--- src/pkg/rps_pkg.sv ---
// Package for the rectifier power sequencer: register map, fields, timing.
// Assumes a 50 MHz system clock and a 32-bit Avalon-MM register bus.
package rps_pkg;
	// Clock rate and timing
	localparam int unsigned CLK_HZ = 50_000_000;
	localparam int unsigned TICK_US = 1000;
	localparam int unsigned TICK_CYC = CLK_HZ / 1_000_000 * TICK_US;
	localparam int unsigned BYPASS_TO_EN_MS = 50;
	localparam int unsigned EN_TO_GOOD_MS = 50;
	// Register byte addresses
	localparam logic [3:0] ADDR_CTRL = 4'h0;
	localparam logic [3:0] ADDR_STAT = 4'h4;
	localparam logic [3:0] ADDR_IRQ = 4'h8;
	localparam logic [3:0] ADDR_MASK = 4'hc;
	// Control fields
	localparam int CTRL_RUN = 0;
	localparam logic [31:0] CTRL_RST = 32'h0000_0001;
	// Event bits, shared by status and mask
	localparam int EV_BYPASS = 0;
	localparam int EV_ENABLE = 1;
	localparam int EV_GOOD = 2;
	localparam int EV_OVERV = 3;
	localparam int EV_UNDERV = 4;
	localparam int EV_DOWN = 5;
	localparam int EV_W = 6;
	localparam logic [EV_W-1:0] MASK_RST = 6'h00;
	// Sequencer states
	typedef enum logic [2:0] {
		RPS_IDLE, RPS_CHARGE, RPS_DOUBLED, RPS_BYPASS_WAIT, RPS_EN_WAIT, RPS_GOOD, RPS_FAULT
	} rps_state_e;
	// Synchronised comparator inputs
	typedef struct packed {
		logic slope_flat;
		logic above_180;
		logic above_200;
		logic above_205;
		logic above_235;
		logic above_400;
	} rps_cmp_s;
endpackage

--- src/pkg/rps_tmr_if.sv ---
// Interface between the sequencer and its millisecond timer.
// Assumes both ends run on the same clock.
`timescale 1ns/1ps
interface rps_tmr_if;
	logic clear;
	logic [7:0] limit;
	logic done;
	modport seq (output clear, output limit, input done);
	modport tmr (input clear, input limit, output done);
endinterface

--- src/rtl/rps_timer.sv ---
// Prescaled millisecond timer for the power sequencer.
// Assumes clear is a synchronous request from the same clock domain.
`timescale 1ns/1ps
module rps_timer #(
	parameter int unsigned TICK = rps_pkg::TICK_CYC
) (
	input wire logic mclk,
	input wire logic rst_n,
	rps_tmr_if.tmr t
);
	import rps_pkg::*;
	logic [$clog2(TICK)-1:0] pre_r;
	logic [7:0] ms_r;
	logic tick;

	// Prescaler needs at least two cycles per tick
	if (TICK < 2) begin : g_tick_check
		$error("rps_timer: TICK too small");
	end

	assign tick = (pre_r == ($clog2(TICK))'(TICK - 1));

	// Prescaler makes a one-cycle tick per millisecond
	always_ff @(posedge mclk or negedge rst_n) begin
		if (!rst_n) begin
			pre_r <= '0;
		end else if (t.clear || tick) begin
			pre_r <= '0;
		end else begin
			pre_r <= pre_r + 1'b1;
		end
	end

	// Millisecond count, saturates at the limit
	always_ff @(posedge mclk or negedge rst_n) begin
		if (!rst_n) begin
			ms_r <= 8'h00;
		end else if (t.clear) begin
			ms_r <= 8'h00;
		end else if (tick && ms_r != t.limit) begin
			ms_r <= ms_r + 8'h01;
		end
	end

	always_ff @(posedge mclk or negedge rst_n) begin
		if (!rst_n) begin
			t.done <= 1'b0;
		end else begin
			t.done <= !t.clear && (ms_r == t.limit);
		end
	end
endmodule

--- src/rtl/rps_top.sv ---
// Rectifier power sequencer: strap, bypass, converter enable and bus-good.
// Assumes comparator levels arrive asynchronously from analog sense logic.
`timescale 1ns/1ps
//
// Contract
// - Bypass and strap open at power-up
// - Enable off, bus-good high until enabling
// - Flat slope below 200 V engages doubler
// - Flat slope above 235 V closes bypass
// - Enable converters 50 ms after bypass
// - Assert bus-good 50 ms after enable
// - Drop bus-good below 205 V
// - Disable converters below 200 V
// - Power back after disable restarts sequence
// - Brief dip above disable keeps state
// - Above 400 V disables converters
// - Overvoltage opens thermistor bypass
// - Below 180 V opens thermistor bypass
// - Bus-good low means bus normal
// - Enable low means converters disabled
module rps_top #(
	parameter int unsigned TICK = rps_pkg::TICK_CYC
) (
	input wire logic mclk,
	input wire logic rstn,
	input wire logic slope_flat,
	input wire logic above_180,
	input wire logic above_200,
	input wire logic above_205,
	input wire logic above_235,
	input wire logic above_400,
	output logic bypass_close,
	output logic strap_close,
	output logic conv_en,
	output logic bus_good_n,
	output logic irq,
	input wire logic [3:0] avs_address,
	input wire logic avs_read,
	input wire logic avs_write,
	input wire logic [31:0] avs_writedata,
	input wire logic [3:0] avs_byteenable,
	output logic [31:0] avs_readdata,
	output logic avs_waitrequest
);
	import rps_pkg::*;

	logic rst_s1_r, rst_n;
	rps_cmp_s cmp_s1_r, cmp_r;
	rps_state_e state_r, state_nxt;
	logic run_r;
	logic [EV_W-1:0] sts_r, mask_r, ev;
	logic bypass_nxt, strap_nxt, en_nxt, good_n_nxt;
	logic acc_done_r;
	logic wr_take;
	logic rd_take;
	rps_tmr_if tif ();

	// Prescaler needs at least two cycles per millisecond tick
	if (TICK < 2) begin : g_tick_check
		$error("rps_top: TICK too small");
	end

	// Both waits must fit the eight-bit millisecond limit of the timer
	if (BYPASS_TO_EN_MS > 255) begin : g_bypass_ms_check
		$error("rps_top: bypass wait out of range");
	end

	if (EN_TO_GOOD_MS > 255) begin : g_good_ms_check
		$error("rps_top: settle wait out of range");
	end

	// State groups decoded in several places
	function automatic logic st_powered(input rps_state_e s);
		return (s == RPS_EN_WAIT) || (s == RPS_GOOD);
	endfunction

	function automatic logic st_bypassed(input rps_state_e s);
		return (s == RPS_BYPASS_WAIT) || st_powered(s);
	endfunction

	// Strap carried on only while a doubled bus is in use; a fault drops it
	function automatic logic st_strap_keep(input rps_state_e s);
		return (s != RPS_IDLE) && (s != RPS_CHARGE) && (s != RPS_FAULT);
	endfunction

	// Status word: comparators, a spare zero, state and the four outputs
	function automatic logic [31:0] stat_word(input rps_cmp_s c, input rps_state_e s,
		input logic [3:0] o);
		return {18'h0, c, 1'b0, s, o};
	endfunction

	// Reset release through two flops, assert stays asynchronous
	always_ff @(posedge mclk or negedge rstn) begin
		if (!rstn) begin
			rst_s1_r <= 1'b0;
			rst_n <= 1'b0;
		end else begin
			rst_s1_r <= 1'b1;
			rst_n <= rst_s1_r;
		end
	end

	// First synchroniser stage; nothing but the second stage reads it
	always_ff @(posedge mclk or negedge rst_n) begin
		if (!rst_n) begin
			cmp_s1_r <= '0;
		end else begin
			cmp_s1_r <= '{slope_flat, above_180, above_200, above_205, above_235, above_400};
		end
	end

	// Second stage; all sequencing logic reads only this settled copy
	always_ff @(posedge mclk or negedge rst_n) begin
		if (!rst_n) begin
			cmp_r <= '0;
		end else begin
			cmp_r <= cmp_s1_r;
		end
	end

	rps_timer #(.TICK(TICK)) u_tmr (
		.mclk(mclk),
		.rst_n(rst_n),
		.t(tif.tmr)
	);

	// Timer restarts on every state change
	assign tif.clear = (state_nxt != state_r);
	assign tif.limit = (state_r == RPS_BYPASS_WAIT) ? 8'(BYPASS_TO_EN_MS) : 8'(EN_TO_GOOD_MS);

	// Sequencer next state; protection checks take priority
	always_comb begin
		state_nxt = state_r;
		case (state_r)
			RPS_IDLE: begin
				if (run_r) begin
					state_nxt = RPS_CHARGE;
				end
			end
			RPS_CHARGE: begin
				if (cmp_r.above_400) begin
					state_nxt = RPS_FAULT;
				end else if (cmp_r.slope_flat && !cmp_r.above_200) begin
					state_nxt = RPS_DOUBLED;
				end else if (cmp_r.slope_flat && cmp_r.above_235) begin
					state_nxt = RPS_BYPASS_WAIT;
				end
			end
			RPS_DOUBLED: begin
				if (cmp_r.above_400) begin
					state_nxt = RPS_FAULT;
				end else if (cmp_r.slope_flat && cmp_r.above_235) begin
					state_nxt = RPS_BYPASS_WAIT;
				end
			end
			RPS_BYPASS_WAIT: begin
				if (cmp_r.above_400) begin
					state_nxt = RPS_FAULT;
				end else if (!cmp_r.above_180) begin
					state_nxt = RPS_IDLE;
				end else if (tif.done) begin
					state_nxt = RPS_EN_WAIT;
				end
			end
			RPS_EN_WAIT, RPS_GOOD: begin
				if (cmp_r.above_400) begin
					state_nxt = RPS_FAULT;
				end else if (!cmp_r.above_200) begin
					state_nxt = RPS_IDLE;
				end else if (state_r == RPS_EN_WAIT && tif.done) begin
					state_nxt = RPS_GOOD;
				end
			end
			RPS_FAULT: begin
				if (!cmp_r.above_400) begin
					state_nxt = RPS_IDLE;
				end
			end
			default: state_nxt = RPS_IDLE;
		endcase
		if (!run_r) begin
			state_nxt = RPS_IDLE;
		end
	end

	always_ff @(posedge mclk or negedge rst_n) begin
		if (!rst_n) begin
			state_r <= RPS_IDLE;
		end else begin
			state_r <= state_nxt;
		end
	end

	// Outputs decoded from the next state so they come straight from flops
	always_comb begin
		strap_nxt = (state_nxt == RPS_DOUBLED) ||
			(st_strap_keep(state_nxt) && strap_close);
		bypass_nxt = st_bypassed(state_nxt);
		en_nxt = st_powered(state_nxt);
		// Dip above the disable level only drops bus-good, state is kept
		good_n_nxt = !((state_nxt == RPS_GOOD) && cmp_r.above_205);
	end

	// Doubler strap; reset leaves it open
	always_ff @(posedge mclk or negedge rst_n) begin
		if (!rst_n) begin
			strap_close <= 1'b0;
		end else begin
			strap_close <= strap_nxt;
		end
	end

	// Thermistor bypass; reset leaves it open
	always_ff @(posedge mclk or negedge rst_n) begin
		if (!rst_n) begin
			bypass_close <= 1'b0;
		end else begin
			bypass_close <= bypass_nxt;
		end
	end

	// Converter enable; off until the sequence reaches its enabling step
	always_ff @(posedge mclk or negedge rst_n) begin
		if (!rst_n) begin
			conv_en <= 1'b0;
		end else begin
			conv_en <= en_nxt;
		end
	end

	// Bus-good, active low; released high from reset
	always_ff @(posedge mclk or negedge rst_n) begin
		if (!rst_n) begin
			bus_good_n <= 1'b1;
		end else begin
			bus_good_n <= good_n_nxt;
		end
	end

	// Events: rising edges of bypass and enable, the falling edge of bus_good_n (strap has none) and protection trips
	always_comb begin
		ev = '0;
		ev[EV_BYPASS] = bypass_nxt && !bypass_close;
		ev[EV_ENABLE] = en_nxt && !conv_en;
		ev[EV_GOOD] = !good_n_nxt && bus_good_n;
		ev[EV_OVERV] = (state_nxt == RPS_FAULT) && (state_r != RPS_FAULT);
		ev[EV_UNDERV] = (state_r == RPS_BYPASS_WAIT) && (state_nxt == RPS_IDLE) && run_r;
		ev[EV_DOWN] = (state_r == RPS_EN_WAIT || state_r == RPS_GOOD) &&
			(state_nxt == RPS_IDLE) && run_r;
	end

	// A write lands in the answer cycle, while waitrequest stands low
	assign wr_take = avs_write && acc_done_r && avs_byteenable[0];
	// Read data latched a cycle early so they stand in the answer cycle
	assign rd_take = avs_read && !acc_done_r;

	// Sticky status; a new event wins over a same-cycle clear
	always_ff @(posedge mclk or negedge rst_n) begin
		if (!rst_n) begin
			sts_r <= '0;
		end else begin
			if (wr_take && avs_address == ADDR_IRQ) begin
				sts_r <= (sts_r & ~avs_writedata[EV_W-1:0]) | ev;
			end else begin
				sts_r <= sts_r | ev;
			end
		end
	end

	always_ff @(posedge mclk or negedge rst_n) begin
		if (!rst_n) begin
			irq <= 1'b0;
		end else begin
			irq <= |(sts_r & mask_r);
		end
	end

	// One wait state per access; acc_done_r marks the answer cycle
	always_ff @(posedge mclk or negedge rst_n) begin
		if (!rst_n) begin
			acc_done_r <= 1'b0;
		end else begin
			acc_done_r <= (avs_read || avs_write) && !acc_done_r;
		end
	end

	always_ff @(posedge mclk or negedge rst_n) begin
		if (!rst_n) begin
			avs_waitrequest <= 1'b1;
		end else begin
			avs_waitrequest <= !((avs_read || avs_write) && !acc_done_r);
		end
	end

	// Run bit; clearing it parks the sequencer with every switch open
	always_ff @(posedge mclk or negedge rst_n) begin
		if (!rst_n) begin
			run_r <= CTRL_RST[CTRL_RUN];
		end else if (wr_take && avs_address == ADDR_CTRL) begin
			run_r <= avs_writedata[CTRL_RUN];
		end
	end

	// Interrupt mask, same layout as the status register
	always_ff @(posedge mclk or negedge rst_n) begin
		if (!rst_n) begin
			mask_r <= MASK_RST;
		end else if (wr_take && avs_address == ADDR_MASK) begin
			mask_r <= avs_writedata[EV_W-1:0];
		end
	end

	// Read data; unmapped addresses read zero
	always_ff @(posedge mclk or negedge rst_n) begin
		if (!rst_n) begin
			avs_readdata <= 32'h0000_0000;
		end else if (rd_take) begin
			case (avs_address)
				ADDR_CTRL: avs_readdata <= {31'h0, run_r};
				ADDR_STAT: avs_readdata <= stat_word(cmp_r, state_r,
					{strap_close, bypass_close, conv_en, bus_good_n});
				ADDR_IRQ: avs_readdata <= {26'h0, sts_r};
				ADDR_MASK: avs_readdata <= {26'h0, mask_r};
				default: avs_readdata <= 32'h0000_0000;
			endcase
		end
	end
endmodule

--- config.mk ---
export PLATFORM = sky130hd
export DESIGN_NAME = rps_top
export DESIGN_NICKNAME = d
export VERILOG_FILES = /design/src/pkg/rps_pkg.sv /design/src/pkg/rps_tmr_if.sv /design/src/rtl/rps_timer.sv /design/src/rtl/rps_top.sv
export SDC_FILE = /design/constraint.sdc
export NUM_CORES = 1
export LEC_CHECK = 0
export BUFFER_PORTS_ARGS = -buffer_cell sky130_fd_sc_hd__buf_4
export CAP_MARGIN = 20
export CORE_AREA = 4 4 98 100
export DETAILED_ROUTE_END_ITERATION = 8
export DIE_AREA = 0 0 102 104
export PLACE_DENSITY = 0.65
export SYNTH_ARGS = -nofsm -noshare
export SYNTH_HDL_FRONTEND = slang
export SYNTH_HIERARCHICAL = 1
export SYNTH_SLANG_ARGS = --single-unit
--- constraint.sdc ---
create_clock -name mclk -period 4.2 [get_ports mclk]
set_input_delay 0.21 -clock mclk [delete_from_list [all_inputs] [get_ports mclk]]
set_output_delay 0.21 -clock mclk [all_outputs]
set_load 0.005 [all_outputs]
-- After elaboration in Yosys (flattened, before gate mapping)
Cells that the tools add are included.
- add/subtract/negate cells: 2
- eq/ne operators: 21
- muxes and demuxes: 18
- bitwise operators: 5
- reduce and logical (&&, ||, !) cells: 44
- operator list (cell ; count):
    14-bit one-hot mux with 4 select lines ; 1
    3-bit 2-to-1 mux ; 12
    1-bit logical AND ; 24
    3-bit equality test (second input constant) ; 6
    3-bit one-hot mux with 6 select lines ; 1
    16-bit by 1-bit adder with 16-bit output (second input constant) ; 1
    16-bit equality test (second input constant) ; 1
    16-bit 2-to-1 mux ; 1
    8-bit 2-to-1 mux ; 2
    6-bit AND ; 2
    3-bit by 2-bit equality test with 1-bit output (second input constant) ; 4
    6-bit OR ; 2
    8-bit by 1-bit adder with 8-bit output (second input constant) ; 1
    4-bit equality test (second input constant) ; 2
    8-bit by 6-bit equality test with 1-bit output (second input constant) ; 1
    8-bit by 6-bit != test with 1-bit output (second input constant) ; 1
    1-bit logical NOT ; 7
    3-bit logical NOT ; 2
    1-bit logical OR ; 6
    6-bit 2-to-1 mux ; 1
    3-bit != test (second input constant) ; 2
    6-bit NOT ; 1
    6-bit OR reduction ; 1
    4-bit by 3-bit equality test with 1-bit output (second input constant) ; 1
    7 further kinds ; 7
- bits in registers: 94
- input port bits: 50
- output and inout port bits: 38
- logic and storage cells: 119

-- Logic depth before layout (Yosys ltp)
- depth after elaboration: 13
- mapped depth: 10
- mapped depth without buffers: 7

-- Hierarchy
Netlist, hierarchy kept.
- modules (own cells, without submodules) (module ; times used ; cells an instance ; area each (um^2) ; sequential area each (um^2)):
    rps_top ; 1 ; 214 ; 2378.5 ; 1255.0
    rps_timer ; 1 ; 142 ; 1445.1 ; 625.6

-- Least setup slack after synthesis
No wires, ideal clock.
- path kind: reg-to-reg
- start point: register state_r[2]
- end point: register u_tmr.ms_r[7]
- setup time: 128 ps
- arrival time: 2380 ps
- data required time: 4072 ps
- setup slack: 1692 ps
- cell stages (with the launch flop): 10
- buffers on the path: 3
- period minus slack after synthesis: 2508 ps
- path through: dfrtp_1 > clkbuf_8 > o31a_1 > o41a_2 > o21a_1 > o22ai_1 > clkbuf_1 > clkbuf_1 > nor2_1 > mux2_1
- word-level cells in the longest chain between the ends: 9
- elaborated cells on any way between the ends: 25
- classes of those cells: eq/ne: 7; mux: 14; reduce/logical: 4
- ends and longest elaborated chain (element ; RTL line ; source):
    from (decl) ; rps_top.sv:49 ; rps_state_e state_r, state_nxt;
    from (signal assigned) ; rps_top.sv:190 ; state_r <= state_nxt;
    3-bit equality test ; rps_top.sv:134, rps_top.sv:170 ;
    1-bit logical AND ; rps_top.sv:170 ; end else if (state_r == RPS_EN_WAIT && tif.done) begin
    3-bit 2-to-1 mux ; rps_top.sv:170 ;
    3-bit 2-to-1 mux ; rps_top.sv:168 ; end else if (!cmp_r.above_200) begin
    3-bit 2-to-1 mux ; rps_top.sv:166 ; if (cmp_r.above_400) begin
    3-bit one-hot mux with 6 select lines ; rps_top.sv:134 ; case (state_r)
    3-bit 2-to-1 mux ; rps_top.sv:181 ; if (!run_r) begin
    3-bit != test * ; rps_top.sv:128 ; assign tif.clear = (state_nxt != state_r);
    net tif.clear ; rps_tmr_if.sv:5 ; logic clear;
    8-bit 2-to-1 mux or 2-bit nonzero test (tied branches) ; -- ;
    to (signal assigned) ; rps_timer.sv:41 ; ms_r <= ms_r + 8'h01;
    to (decl) ; rps_timer.sv:13 ; logic [7:0] ms_r;
The timed path passes the listed nets; every way through them passes the cells marked *.
A chain may end at the register's enable or synchronous reset.

-- Worst setup path in the final report
- start point: register state_r[1]
- end point: register u_tmr.pre_r[7]
- word-level cells in the longest chain between the ends: 10
- elaborated cells on any way between the ends: 25
- classes of those cells: eq/ne: 7; mux: 14; reduce/logical: 4
- ends and longest elaborated chain (element ; RTL line ; source):
    3-bit equality test ; rps_top.sv:134, rps_top.sv:170 ;
    1-bit logical AND ; rps_top.sv:170 ;
    3-bit 2-to-1 mux ; rps_top.sv:170 ;
    3-bit 2-to-1 mux ; rps_top.sv:168 ;
    3-bit 2-to-1 mux ; rps_top.sv:166 ;
    3-bit one-hot mux with 6 select lines ; rps_top.sv:134 ;
    3-bit 2-to-1 mux ; rps_top.sv:181 ;
    3-bit != test * ; rps_top.sv:128 ;
    net tif.clear ; rps_tmr_if.sv:5 ;
    1-bit logical OR * ; rps_timer.sv:27 ; end else if (t.clear || tick) begin
    16-bit 2-to-1 mux * ; rps_timer.sv:27 ;
    to (signal assigned) ; rps_timer.sv:30 ; pre_r <= pre_r + 1'b1;
    to (decl) ; rps_timer.sv:12 ; logic [$clog2(TICK)-1:0] pre_r;
Marked as above.

==> results.tsv <==
metric	value	unit
maximum number of pins on one net before global-route repair	39	
Final Max Tran Viols	0	
setup skew after layout	0.0135	ns
hold_buf cts	7	
post-layout util	51.5	%
clk sink count	75	
final weighted congestion in routability-driven placement	0.795	
crit path from	state_r[1]	
effective utilization at floorplan	44.1	%
ordered list of cells on the worst path	nand2_1 -> o31a_1 -> or3_4 -> a211oi_1 -> o22ai_1 -> buf_4 -> nand2b_1 -> nor2_1	
status	completed	
remaining routing DRC violations	0	
kind of cell adding the most delay to the critical path	simple AND/OR/NAND/NOR gates	
Port Buffers	39	
nature of the critical path startpoint	flop	
worst vdd ir	218	µV
Post-CTS Resized	0	
total number of yosys warnings	6	
startpoint-to-endpoint class of the critical path	flop to flop	
total instance count after detailed placement	501	
final setup violating endpoints	0	
total of fill cells in the finished design	790	
PnR Total Power	2.21	mW
endpoint of the worst hold-timing path	mask_r[2]	
FF-to-FF path depth	8	
most common cell after layout, fill and taps aside	dfrtp_1	
clock tree from TritonCTS	done	
Hold Vio Cnt, Final	0	
P_leak	1.98	nW
start point of the worst hold path	avs_writedata[2]	
period utilisation layout	65.5	%
synthesized area per cell	10.7	µm²
buffer count from post-CTS setup fixing	0	
Die Outline Area	10600	µm²
detailed-routing iteration count for the pre-antenna-repair pass	4	
Die Y	104	µm
arrival time reported for the critical path endpoint	3.02	ns
number of instances in the synthesized netlist	356	
Overflow after GRT	0	
Worst Hold Path Cells	2	
Final Non-Filler Cells	524	
cell row count	34	
most frequent cells in the layout	dfrtp_1, buf_4, nor2_1	
path class of the lowest-slack min-delay path	input pin to flop	
number of top-level pins	88	
average wire length per cell after detail routing	14.4	µm
power density cells	494	nW/µm²
net count of the finished layout	463	
largest fanout on the critical path	19	
initial antenna violation count	0	
kind of capture point of the worst setup path	flop	
Distinct cells, synth	67	
minimum clock period	2.75	ns
unrepaired setup endpoints after global routing	false	
required time of the worst setup path	4.47	ns
biggest cell delay along the critical path	0.62	ns
root cell of the clock tree	clkbuf_8	
wire length of the first global-routing pass	13000	µm
n_diodes	0	
dominant synthesized flop cell	dfrtp_1	
clock latency reported for the late side of the worst-skew pair	0.35	ns
worst relative slew slack	46.8	%
Worst R2R End	u_tmr/pre_r[7]	
upper clock frequency limit	364	MHz
number of buffers created by CTS	9	
reg-to-reg critical path startpoint	state_r[1]	
Crit path buffers/inverters	1	
Reg area	1880	µm²
Seq cells post-synth	75	
Async SR Flop Fraction	100	%
post-route antenna net violation count	0	
via count of the first global-routing pass	2684	
maximum clock path buffer count	2	
ratio of cells with drive above 1 in the final layout	20.4	%
Total Routing Usage GR	15.1	%
H-Tree Depth	3	
via total after detailed routing	2706	
pin slew with the least headroom to its limit	0.797	ns
final routed wirelength across all metal layers	7550	µm
max cap viols	0	
Core Box Area	8680	µm²
cell at the slowest stage of the critical path	dfrtp_1	
detailed-route vias per instance	5.16	
clock input transition at the sequential cells of the worst setup and hold paths	0.08	ns
Die Span X	102	µm
final-layout setup total negative slack	0	ns
Area growth, synth to finish	16.8	%
Post-Synthesis Cell Area	3820	µm²
starting DRC count in detailed routing	96	
half-perimeter wire length of the detailed placement result	5350	µm
EDFF count, synth	0	
r2r setup slk	1.45	ns
total area of multi-input combinational cells	1780	µm²
Seq/Total Area, Yosys	49.2	%
sequential cells by signal (all words and copies together), names as in the netlist, 3 cells and up:
register	flops
u_tmr/pre_r	16
avs_readdata	13
u_tmr/ms_r	8
cmp_r	6
cmp_s1_r	6
mask_r	6
sts_r	6
state_r	3
power by group:
| part | internal [mW] | switching, mW | total [mW] |
|---|---|---|---|
| Combinational | 0.259 | 0.344 | 0.603 |
| Clock | 0.413 | 0.270 | 0.683 |
| Sequential | 0.807 | 0.116 | 0.923 |
| Total | 1.48 | 0.730 | 2.21 |
area by class of cell:
cell class | instances | area share, %
clock buffer | 12 | 3.25
clock inverter | 4 | 2.21
inverter | 14 | 1.18
multi-input combinational | 263 | 39.7
sequential | 75 | 42.1
tap | 108 | 3.03
timing repair buffer | 48 | 8.46
per-layer routing:
layer  track usage, %  vias to the layer above  share of wire [%]
li1                 -                     1317                  -
met1             20.0                     1314                 46
met2             24.1                       68                 48
met3             3.76                        7                5.2
met4             4.50                        0               0.76
met5                0                        -                  0
worst max-delay path by stage:
stage / to / slack [ns] / depth (start not counted)
after floorplan: u_tmr/ms_r[7] / 1.69 / 9
after global placement: u_tmr/pre_r[10] / 1.54 / 8
after detailed placement: u_tmr/pre_r[7] / 1.49 / 8
after CTS: u_tmr/pre_r[1] / 1.49 / 8
after global routing: u_tmr/pre_r[3] / 1.26 / 8
final: u_tmr/pre_r[7] / 1.45 / 8
logic make-up after synthesis:
kind of cell	Yosys count	share of synthesized area [%]
simple gates	128	18.6
flops	75	49.2
compound gates	64	14.0
buf+inv	44	6.94
xor+xnor	23	5.27
mux	18	5.20
fa+ha+maj	2	0.654
other cells	2	0.196
stage by stage:
| step | setup WS, ns | hold WS (ns) | area, µm² |
|---|---|---|---|
| 5_1_grt | 1.26 | 0.0867 | 4470 |
| 6_report | 1.45 | 0.112 | 4470 |
| 3_3_place_gp | 1.54 | -0.00749 | 4150 |
| 2_1_floorplan | 1.69 | -0.0856 | 3920 |
| 3_5_place_dp | 1.49 | -0.00640 | 4150 |
| 4_1_cts | 1.49 | 0.0917 | 4470 |
Yosys cell counts (all sizes together) (7+ instances only):
cell type / instances / area [µm²]
dfrtp: 72 / 1800
nor2: 36 / 135
nand2: 27 / 101
buf: 23 / 175
mux2: 15 / 169
inv: 14 / 52.6
xnor2: 14 / 123
nand3: 12 / 60.1
o21ai: 11 / 55.1
nor2b: 9 / 56.3
xor2: 9 / 78.8
a22o: 8 / 70.1
a22oi: 8 / 60.1
nor3: 8 / 40.0
a211oi: 7 / 65.1
clkbuf: 7 / 37.5
nand2b: 7 / 43.8
(Power assumes the default switching activity.)
